**src/common/ort_map.vh**
```
`ifndef ORT_MAP_VH
`define ORT_MAP_VH

// ----------------------------------------
// widths
// ----------------------------------------
`define ORT_DATA_W 8
`define ORT_MODE_W 3

// ----------------------------------------
// reset values
// ----------------------------------------
`define ORT_STORE_RST 8'h00
`define ORT_DRIVE_RST 8'h00

// ----------------------------------------
// transfer modes (mode status output)
// ----------------------------------------
`define ORT_MODE_ISOLATE 3'h0
`define ORT_MODE_LIVE_B_TO_A 3'h1
`define ORT_MODE_STORED_B_TO_A 3'h2
`define ORT_MODE_LIVE_A_TO_B 3'h3
`define ORT_MODE_STORED_A_TO_B 3'h4

// ----------------------------------------
// control signal levels
// ----------------------------------------
`define ORT_DIR_DRIVE_A 1'b0
`define ORT_DIR_DRIVE_B 1'b1
`define ORT_SEL_LIVE 1'b0
`define ORT_SEL_STORED 1'b1

`endif

```
**src/ort_capture_reg.v**
```verilog
`timescale 1ns/1ns
`include "ort_map.vh"

module ort_capture_reg (
	// clock and reset
	input wire clk_sys_in,
	input wire rst_in,
	// capture strobe and data
	input wire capture_clock_in,
	input wire [`ORT_DATA_W-1:0] bus_lines_in,
	// stored word
	output reg [`ORT_DATA_W-1:0] store_q_out,
	output reg capture_seen_q_out
);

// ----------------------------------------
// edge detect
// ----------------------------------------
reg capture_clock_prev_q;
wire capture_rise;

assign capture_rise = capture_clock_in & ~capture_clock_prev_q;

always @(posedge clk_sys_in) begin
	if (rst_in) begin
		capture_clock_prev_q <= 1'b0;
	end else begin
		capture_clock_prev_q <= capture_clock_in;
	end
end

// ----------------------------------------
// storage
// ----------------------------------------
always @(posedge clk_sys_in) begin
	if (rst_in) begin
		store_q_out <= `ORT_STORE_RST;
		capture_seen_q_out <= 1'b0;
	end else begin
		capture_seen_q_out <= capture_rise;
		if (capture_rise) begin
			store_q_out <= bus_lines_in;
		end
	end
end

endmodule // ort_capture_reg

```
**src/ort_transceiver.v**
```verilog
`timescale 1ns/1ns
`include "ort_map.vh"

module ort_transceiver (
	// clock and reset
	input wire clk_sys_in,
	input wire rst_in,
	// output controls
	input wire output_enable_n_in,
	input wire direction_in,
	input wire a_to_b_source_select_in,
	input wire b_to_a_source_select_in,
	// capture clocks
	input wire a_to_b_capture_clock_in,
	input wire b_to_a_capture_clock_in,
	// port a
	input wire [`ORT_DATA_W-1:0] port_a_lines_in,
	output reg [`ORT_DATA_W-1:0] port_a_lines_out,
	output reg [`ORT_DATA_W-1:0] port_a_lines_oe_out,
	// port b
	input wire [`ORT_DATA_W-1:0] port_b_lines_in,
	output reg [`ORT_DATA_W-1:0] port_b_lines_out,
	output reg [`ORT_DATA_W-1:0] port_b_lines_oe_out,
	// status
	output wire [`ORT_DATA_W-1:0] a_side_store_out,
	output wire [`ORT_DATA_W-1:0] b_side_store_out,
	output wire a_capture_done_out,
	output wire b_capture_done_out,
	output reg [`ORT_MODE_W-1:0] transfer_mode_out
);

// ----------------------------------------
// mode decode
// ----------------------------------------
function [`ORT_MODE_W-1:0] decode_mode;
	input oe_n;
	input dir;
	input sel_ab;
	input sel_ba;
	begin
		if (oe_n) begin
			decode_mode = `ORT_MODE_ISOLATE;
		end else if (dir == `ORT_DIR_DRIVE_A) begin
			decode_mode = (sel_ba == `ORT_SEL_STORED) ?
				`ORT_MODE_STORED_B_TO_A : `ORT_MODE_LIVE_B_TO_A;
		end else begin
			decode_mode = (sel_ab == `ORT_SEL_STORED) ?
				`ORT_MODE_STORED_A_TO_B : `ORT_MODE_LIVE_A_TO_B;
		end
	end
endfunction

// ----------------------------------------
// drive decode
// ----------------------------------------
function drives_a;
	input [`ORT_MODE_W-1:0] mode;
	begin
		drives_a = (mode == `ORT_MODE_LIVE_B_TO_A) ||
			(mode == `ORT_MODE_STORED_B_TO_A);
	end
endfunction

function drives_b;
	input [`ORT_MODE_W-1:0] mode;
	begin
		drives_b = (mode == `ORT_MODE_LIVE_A_TO_B) ||
			(mode == `ORT_MODE_STORED_A_TO_B);
	end
endfunction

// ----------------------------------------
// mode select
// ----------------------------------------
wire [`ORT_MODE_W-1:0] mode_now;

assign mode_now = decode_mode(output_enable_n_in, direction_in,
	a_to_b_source_select_in, b_to_a_source_select_in);

// ----------------------------------------
// a side storage
// ----------------------------------------
// a side capture
ort_capture_reg u_a_store (
	.clk_sys_in(clk_sys_in),
	.rst_in(rst_in),
	.capture_clock_in(a_to_b_capture_clock_in),
	.bus_lines_in(port_a_lines_in),
	.store_q_out(a_side_store_out),
	.capture_seen_q_out(a_capture_done_out)
);

// ----------------------------------------
// b side storage
// ----------------------------------------
// b side capture
ort_capture_reg u_b_store (
	.clk_sys_in(clk_sys_in),
	.rst_in(rst_in),
	.capture_clock_in(b_to_a_capture_clock_in),
	.bus_lines_in(port_b_lines_in),
	.store_q_out(b_side_store_out),
	.capture_seen_q_out(b_capture_done_out)
);

// ----------------------------------------
// a side source
// ----------------------------------------
reg [`ORT_DATA_W-1:0] a_drive_d;

always @* begin
	a_drive_d = port_b_lines_in;
	if (b_to_a_source_select_in == `ORT_SEL_STORED) begin
		a_drive_d = b_side_store_out;
	end
end

// ----------------------------------------
// b side source
// ----------------------------------------
reg [`ORT_DATA_W-1:0] b_drive_d;

always @* begin
	b_drive_d = port_a_lines_in;
	if (a_to_b_source_select_in == `ORT_SEL_STORED) begin
		b_drive_d = a_side_store_out;
	end
end

// ----------------------------------------
// drive enables
// ----------------------------------------
wire en_a_d;
wire en_b_d;

assign en_a_d = drives_a(mode_now);
assign en_b_d = drives_b(mode_now);

// ----------------------------------------
// per-bit next values
// ----------------------------------------
wire [`ORT_DATA_W-1:0] a_pin_d;
wire [`ORT_DATA_W-1:0] a_oe_d;
wire [`ORT_DATA_W-1:0] b_pin_d;
wire [`ORT_DATA_W-1:0] b_oe_d;

genvar gi;
generate
	for (gi = 0; gi < `ORT_DATA_W; gi = gi + 1) begin : g_bit
		assign a_pin_d[gi] = en_a_d ? a_drive_d[gi] : 1'b0;
		assign a_oe_d[gi] = en_a_d;
		assign b_pin_d[gi] = en_b_d ? b_drive_d[gi] : 1'b0;
		assign b_oe_d[gi] = en_b_d;
	end
endgenerate

// ----------------------------------------
// port a pin registers
// ----------------------------------------
// a side drive
always @(posedge clk_sys_in) begin
	if (rst_in) begin
		port_a_lines_out <= `ORT_DRIVE_RST;
		port_a_lines_oe_out <= {`ORT_DATA_W{1'b0}};
	end else begin
		port_a_lines_out <= a_pin_d;
		port_a_lines_oe_out <= a_oe_d;
	end
end

// ----------------------------------------
// port b pin registers
// ----------------------------------------
// b side drive
always @(posedge clk_sys_in) begin
	if (rst_in) begin
		port_b_lines_out <= `ORT_DRIVE_RST;
		port_b_lines_oe_out <= {`ORT_DATA_W{1'b0}};
	end else begin
		port_b_lines_out <= b_pin_d;
		port_b_lines_oe_out <= b_oe_d;
	end
end

// ----------------------------------------
// mode status
// ----------------------------------------
always @(posedge clk_sys_in) begin
	if (rst_in) begin
		transfer_mode_out <= `ORT_MODE_ISOLATE;
	end else begin
		transfer_mode_out <= mode_now;
	end
end

endmodule // ort_transceiver

```
**config.mk**
```make
export PLATFORM = sky130hd
export DESIGN_NAME = ort_transceiver
export DESIGN_NICKNAME = d
export VERILOG_FILES = /design/src/ort_capture_reg.v /design/src/ort_transceiver.v
export VERILOG_INCLUDE_DIRS = /design/src /design/src/common
export SDC_FILE = /design/constraint.sdc
export NUM_CORES = 1
export LEC_CHECK = 0
export BUFFER_PORTS_ARGS = -buffer_cell sky130_fd_sc_hd__buf_2
export CAP_MARGIN = 20
export CORE_MARGIN = 2
export CORE_UTILIZATION = 35
export DETAILED_ROUTE_END_ITERATION = 7
export HOLD_SLACK_MARGIN = 0.06
export PLACE_DENSITY_LB_ADDON = 0.2
export SLEW_MARGIN = 10
export SYNTH_ARGS = -nofsm -noshare
export SYNTH_HDL_FRONTEND = slang
export SYNTH_HIERARCHICAL = 1
export SYNTH_SLANG_ARGS = --single-unit
```
**constraint.sdc**
```tcl
create_clock -name clk_sys_in -period 1.1 [get_ports clk_sys_in]
set_input_delay 0.165 -clock clk_sys_in [delete_from_list [all_inputs] [get_ports clk_sys_in]]
set_output_delay 0.165 -clock clk_sys_in [all_outputs]
set_load 0.01 [all_outputs]
```
Yosys cells after proc, flatten, opt, wreduce, memory -nomap -nowiden
Index checks and enable logic that the tools add are counted.

Bits in registers: 41. Output and inout bits: 53.

Eq/ne operators: 4. Mux-type cells: 6. Bitwise operators: 6. Reduce and logical (&&, ||, !) cells: 4.

Operators with widths (count): 2-to-1 mux 8 bit (2); 2-to-1 mux 3 bit (3); == test 3 x 2 -> 1 bit, second input constant (2); NOT 1 bit (4); OR reduction 2 bit (2); == test 3 x 1 -> 1 bit, second input constant (1); == test 3 bit, second input constant (1); AND 1 bit (2); logical OR 1 bit (2); 2-to-1 mux 2 bit (1).

Longest topological paths before layout
Gate-level depths: netlist of the first run.

Depth after elaboration: 7. Mapped depth: 3.

Hierarchy
The synthesis of the first run kept the hierarchy.

Modules (own cells, without submodules): ort_transceiver (instances 1, cells an instance 82, area an instance 837.1 µm²); ort_capture_reg (instances 2, cells an instance 38, area an instance 409.1 µm²).

Worst setup path before layout of the first run
Ideal clock, no wire load.

Path type: register to register. From: reg u_a_store.capture_clock_prev_q. To: reg u_a_store.capture_seen_q_out. Arrival: 0.730 ns. Setup slack: 0.256 ns. Stages on the path, launching flop included: 3. Path buffers: 0. Cell sequence: dfxtp_1 > and2b_4 > and2b_1.

Cells in the longest elaborated chain, start to end: 2.

Ends and longest elaborated chain: from (decl) (RTL line ort_capture_reg.v:19) `reg capture_clock_prev_q;`; from (signal assigned) (RTL line ort_capture_reg.v:28) `capture_clock_prev_q <= capture_clock_in;`; NOT 1 bit (RTL line ort_capture_reg.v:22) `assign capture_rise = capture_clock_in & ~capture_clock_prev_q;`; AND 1 bit (RTL line ort_capture_reg.v:22); to (signal assigned) (RTL line ort_capture_reg.v:40) `capture_seen_q_out <= capture_rise;`; to (decl) (RTL line ort_capture_reg.v:13) `output reg capture_seen_q_out`.

Every way passes these cells. A chain may end at the register's enable or synchronous reset.

Worst setup path after layout of the first run
From: reg, netlist name port_a_lines_oe_out[0]. To: out port_a_lines_oe_out[3].

RTL lines: to (decl) (RTL line ort_transceiver.v:19) `` output reg [`ORT_DATA_W-1:0] port_a_lines_oe_out, ``.

No word-level cell between the ends.

==> results.yml, run 1 <==
status:
  outcome: "complete, no violations"
place:
  placed_area_um2: 1990
  hpwlAfterDp_um: 2480
  place.gp.congestion: 0.737
  port_buffers: 76
critical_path:
  cp-end-kind: "output port"
  cp_slowest_cell: "dfxtp_1"
  crit_buf_inv: 1
  rr_startpoint: "u_b_store/capture_clock_prev_q"
  worst_r2r_path_depth: 2
  crit_path_end: "port_a_lines_oe_out[3]"
  rrSetupSlack_ps: 280
  worstPathCellList: "buf_2"
  required_ps: 940
  worstPathMaxFanout: 8
  cpPeakStageDelay_ps: 400
  cpLargestDelayFamily: "flip-flops"
  path_depth: 1
  critPathKind: "reg -> out"
  start_kind: "flop"
  crit_start: "port_a_lines_oe_out[0]"
  cp.arrival_ps: 850
  timing.rr.end: "u_b_store/store_q_out[5]"
route:
  routed_via_density: 4.62
  drt_first_pass_iters: 4
  postRouteAntennaNets: 0
  drt_wl_total_um: 3480
  first_iter_violations: 51
  num_vias: 1283
  drc: 0
  wl_per_cell_um: 12.5
sta:
  layout_min_cycle_time_ps: 1010
  period_share: 0.920
  fmax_ghz: 0.988
  hold_violations: 0
  setup_tns_ps: 0
  slew_violations: 0
  slew_headroom: 0.797
  tightest_slew_ps: 305
  setup_viol: 0
  rsz0062_at_grt: "false"
  finClkSkew_ps: 2.16
final_layout:
  stdcell_area_um2: 2070
  fillCellCount: 465
  diodes: 0
  layout_commonest_cell: "buf_2"
  syn2layout_area_growth_pct: 24.9
  layout_common_cells: "buf_2, dfxtp_1, nor2_1"
  drive_gt1_frac: 0.402
  num-nets-final: 249
  multi_input_area_um2: 686
  regArea_um2: 822
synth:
  synth_warnings: 6
  synth_fp_nets: 182
  yosysSeqAreaShare: 0.496
  syn_area_um2: 1660
  syn_avg_cell_area_um2: 10.5
  ys_async_sr_fraction: 0
  yosysUniqueCellTypes: 22
  synth_flop_cell: "dfxtp_1"
  synth_edf_count: 0
  synthCells: 158
  ys_ff_latch: 41
clocking:
  root_buffer: "clkbuf_8"
  insertion_delay_ps: 290
  cts.sinks: 41
  clk_pin_slew_ps: 70
  htree_levels: 2
  cts_tree: "yes"
  clockBufferDepth: 2
  postCtsHoldBufs: 0
  post_cts_buffers: 0
  numCtsBuffers: 5
  ctsResizeCount: 0
min_path:
  min-delay-start: "output_enable_n_in"
  hp-class: "in -> reg"
floorplanning:
  fp.dieW_um: 72.8
  start_util: 0.358
  design.core.area_um2: 4630
  ios: 77
  die-area_um2: 5300
  die_y_um: 72.8
  placementRows: 25
global_route:
  use_met2: 0.207
  grt.overflow.total: 0
  grt_use_met3: 0.0470
  use_met1: 0.176
  top_usage_layer: "met2"
  grt_pass1_wl_um: 5510
  antenna_found_initial: 0
  grt_max_degree: 37
  grt_pass1_vias: 1178
  grt_usage: 0.136
power_and_ir_drop:
  powerDensity_nw_per_um2: 1380
  ir_drop_v: 0.000539
  power.leakage_nw: 1.02
job:
  maxCapViolCount: 0
## per-stage QoR
| step | util | hold WS (ps) | total power [W] | instances | worst slack (ps) |
|---|---|---|---|---|---|
| after floorplan | - | 242 | 0.00185 | 158 | 256 |
| after global placement | 0.430 | 385 | 0.00200 | 272 | 87.2 |
| after detailed placement | 0.430 | 382 | 0.00200 | 272 | 64.2 |
| after CTS | 0.446 | 74.3 | 0.00289 | 278 | 69.3 |
| after global routing | 0.446 | 92.0 | 0.00298 | 278 | 12.9 |
| final | 0.446 | 79.5 | 0.00284 | 278 | 87.8 |
## worst register-to-register path: stages (launching register included)
cell and delay (ps):
dfxtp_1 310, and2b_4 300, o21ai_0 100
## sequential cells by signal (all words and copies together) (netlist names), 3 cells and up
signal and count:
port_a_lines_out 8, port_b_lines_out 8, u_a_store/store_q_out 8, u_b_store/store_q_out 8, transfer_mode_out 3
## worst min-delay path by stage
stage                                 endpoint  slack [ps]  depth (start not counted)
after CTS                 transfer_mode_out[2]          70                          2
after floorplan           transfer_mode_out[2]         240                          1
after detailed placement  transfer_mode_out[2]         380                          2
after global placement    transfer_mode_out[2]         390                          2
final                     transfer_mode_out[2]          80                          2
after global routing      transfer_mode_out[2]          90                          2
## final cells by class
type	count	area share
multi-input combinational	95	0.332
clock buffer	5	0.0333
timing repair buffer	80	0.199
clock inverter	1	0.00242
inverter	2	0.00363
tap	54	0.0327
sequential	41	0.398
## routing by layer
metal  wire (um)  part of all wire
met1        1650              0.47
met2        1580              0.45
met3         194             0.056
met4          62             0.018
met5           0                 0
## power by group
group          switching (W)  internal [W]  leakage, nW
Clock               0.000467      0.000417       0.0399
Combinational       0.000193      0.000185        0.644
Sequential         0.0000353       0.00155        0.336
## cell families after synthesis
| family | after synthesis | share of synthesized area |
|---|---|---|
| flops | 41 | 0.496 |
| buf+inv | 22 | 0.0899 |
| mux | 16 | 0.0967 |
| simple gates | 62 | 0.265 |
| compound gates | 17 | 0.0529 |
## cells in the mapped netlist (2+ instances only)
cell type,number,share of area
dfxtp_1,41,0.50
nor2_1,17,0.039
mux2i_1,16,0.097
nand2b_1,16,0.060
nand4bb_1,16,0.11
buf_4,14,0.063
o21ai_0,14,0.042
buf_2,5,0.015
and2b_1,2,0.0091
and2b_4,2,0.012
inv_1,2,0.0045
nor2b_1,2,0.0076
o21ai_1,2,0.0060
(Power assumes the default switching activity.)
==> inputs of run 2 (changes only) <==
--- a/config.mk
+++ b/config.mk
@@ -6,6 +6,7 @@
 export SDC_FILE = /design/constraint.sdc
 export NUM_CORES = 1
 export LEC_CHECK = 0
+export ABC_AREA = 1
 export BUFFER_PORTS_ARGS = -buffer_cell sky130_fd_sc_hd__buf_2
 export CAP_MARGIN = 20
 export CORE_MARGIN = 2
==> results.yml, run 2 <==
status:
  outcome: "complete, no violations"
final_layout:
  layout_common_cells: "nor2_1, buf_2, inv_1"
  fillCellCount: 569
  drive_gt1_frac: 0.296
  num-nets-final: 352
  multi_input_area_um2: 597
  regArea_um2: 821
  syn2layout_area_growth_pct: 21.7
  layout_commonest_cell: "nor2_1"
  diodes: 0
sta:
  slew_violations: 0
  hold_violations: 0
  setup_viol: 0
  finClkSkew_ps: 5.36
  setup_slack_ps: 70.9
  period_share: 0.936
  tightest_slew_ps: 329
  slew_headroom: 0.781
  rsz0062_at_grt: "false"
  fmax_ghz: 0.972
  layout_min_cycle_time_ps: 1030
  setup_tns_ps: 0
global_route:
  grt_pass1_vias: 1423
  grt_pass1_wl_um: 6570
  antenna_found_initial: 0
  grt_usage: 0.141
  grt.overflow.total: 0
  grt_max_degree: 19
synth:
  synth-compound-area-share: 0
  synth_flop_cell: "dfxtp_1"
  post-synth-top-count-cell: "nor2_1"
  yosysUniqueCellTypes: 13
  synth_top_family_by_area: "simple AND/OR/NAND/NOR gates"
  synthSimpleGateAreaFrac: 0.329
  ys_async_sr_fraction: 0
  ys_ff_latch: 41
  synth_fp_nets: 287
  yosys-top-cells-area: "dfxtp_1, nor2_1, inv_1"
  synth_edf_count: 0
  yosys.area.top_type: "dfxtp_1"
  synth_xor_area_frac: 0
  synth_warnings: 6
  synthCells: 263
  synth-adder-area-share: 0
  synth_mux_area_frac: 0
  syn_area_um2: 1810
  syn_avg_cell_area_um2: 6.89
  netlist_top_cells_count: "nor2_1, inv_1, dfxtp_1, nand2_1, nand3_1"
  yosysSeqAreaShare: 0.453
  synth_top_area_frac: 0.453
job:
  maxCapViolCount: 0
clocking:
  clk_pin_slew_ps: 70
  htree_levels: 2
  ctsResizeCount: 0
  post_cts_buffers: 0
  cts_tree: "yes"
  clockBufferDepth: 2
  numCtsBuffers: 5
  postCtsHoldBufs: 0
  root_buffer: "clkbuf_8"
  insertion_delay_ps: 290
  cts.sinks: 41
place:
  place.gp.congestion: 0.815
  post-place-ws_ps: 213
  port_buffers: 76
  hpwlAfterDp_um: 2900
route:
  first_iter_violations: 71
  routed_via_density: 3.90
  drc: 0
  drt_first_pass_iters: 4
  num_vias: 1552
  wl_per_cell_um: 9.59
  drt_wl_total_um: 3820
  postRouteAntennaNets: 0
power_and_ir_drop:
  p_seq_frac: 0.529
  p_comb_frac: 0.149
  cell_internal_pwr_w: 0.00224
  power.leakage_nw: 1.40
  switching_power_w: 0.000797
  ir_drop_v: 0.000538
  swShare: 0.263
  powerDensity_nw_per_um2: 1380
  pwr-share-clk: 0.322
critical_path:
  cpLargestDelayFamily: "flip-flops"
  required_ps: 940
  worstPathCellList: "buf_2"
  critPathKind: "reg -> out"
  cp-end-kind: "output port"
  cp.arrival_ps: 860
  worstPathMaxFanout: 8
  cp_slowest_cell: "dfxtp_1"
  rr_startpoint: "u_b_store/capture_clock_prev_q"
  crit_buf_inv: 1
  cpPeakStageDelay_ps: 410
  start_kind: "flop"
  crit_start: "port_b_lines_oe_out[0]"
min_path:
  min-delay-start: "output_enable_n_in"
  hp-class: "in -> reg"
floorplanning:
  die-area_um2: 5770
  start_util: 0.359
  fp.dieW_um: 75.9
  design.core.area_um2: 5040
  placementRows: 26
  ios: 77
  die_y_um: 75.9
-- run 2: kinds of logic (layout without fill, tap and decap cells) --
kind of cell,Yosys count,in the layout
simple gates,144,144
buf+inv,78,143
flops,41,41
-- run 2: path summary, 6_finish.rpt --
kind / endpoint / cells past startpoint / slack, ps
hold / removal: transfer_mode_out[2] / 2 / 80
setup / recovery: port_b_lines_oe_out[0] / 1 / 70
setup reg to reg: u_b_store/store_q_out[3] / 4 / 280
hold reg to reg: u_b_store/store_q_out[4] / 2 / 500
-- run 2: final cells by class --
type / count / area share
inverter: 58 / 0.0988
tap: 70 / 0.0397
multi-input combinational: 144 / 0.271
clock buffer: 7 / 0.0392
sequential: 41 / 0.372
timing repair buffer: 78 / 0.179
-- run 2: layer usage --
metal	GRT usage	share of wire	vias up
li1	-	-	863
met1	0.192	0.48	633
met2	0.213	0.44	52
met3	0.0393	0.070	4
met4	0.0545	0.010	0
met5	0	0	-
-- run 2: stage by stage --
| stage | cell area, um^2 | total power, W | hold slack [ps] | std cells | utilization |
|---|---|---|---|---|---|
| after floorplan | 1810 | 0.00195 | 237 | 263 | - |
| after global placement | 2120 | 0.00209 | 375 | 391 | 0.420 |
| after detailed placement | 2120 | 0.00210 | 376 | 391 | 0.420 |
| after CTS | 2200 | 0.00308 | 63.4 | 398 | 0.437 |
| after global routing | 2200 | 0.00323 | 72.1 | 398 | 0.437 |
| final | 2200 | 0.00303 | 76.8 | 398 | 0.437 |
-- run 2: power groups by stage --
stage	Sequential, W	Clock, W	Combinational [W]
floorplan	0.00167	0	0.000281
global placement	0.00164	0	0.000451
global route	0.00162	0.00109	0.000518
CTS	0.00161	0.00102	0.000457
detailed placement	0.00164	0	0.000456
finish	0.00161	0.000976	0.000451
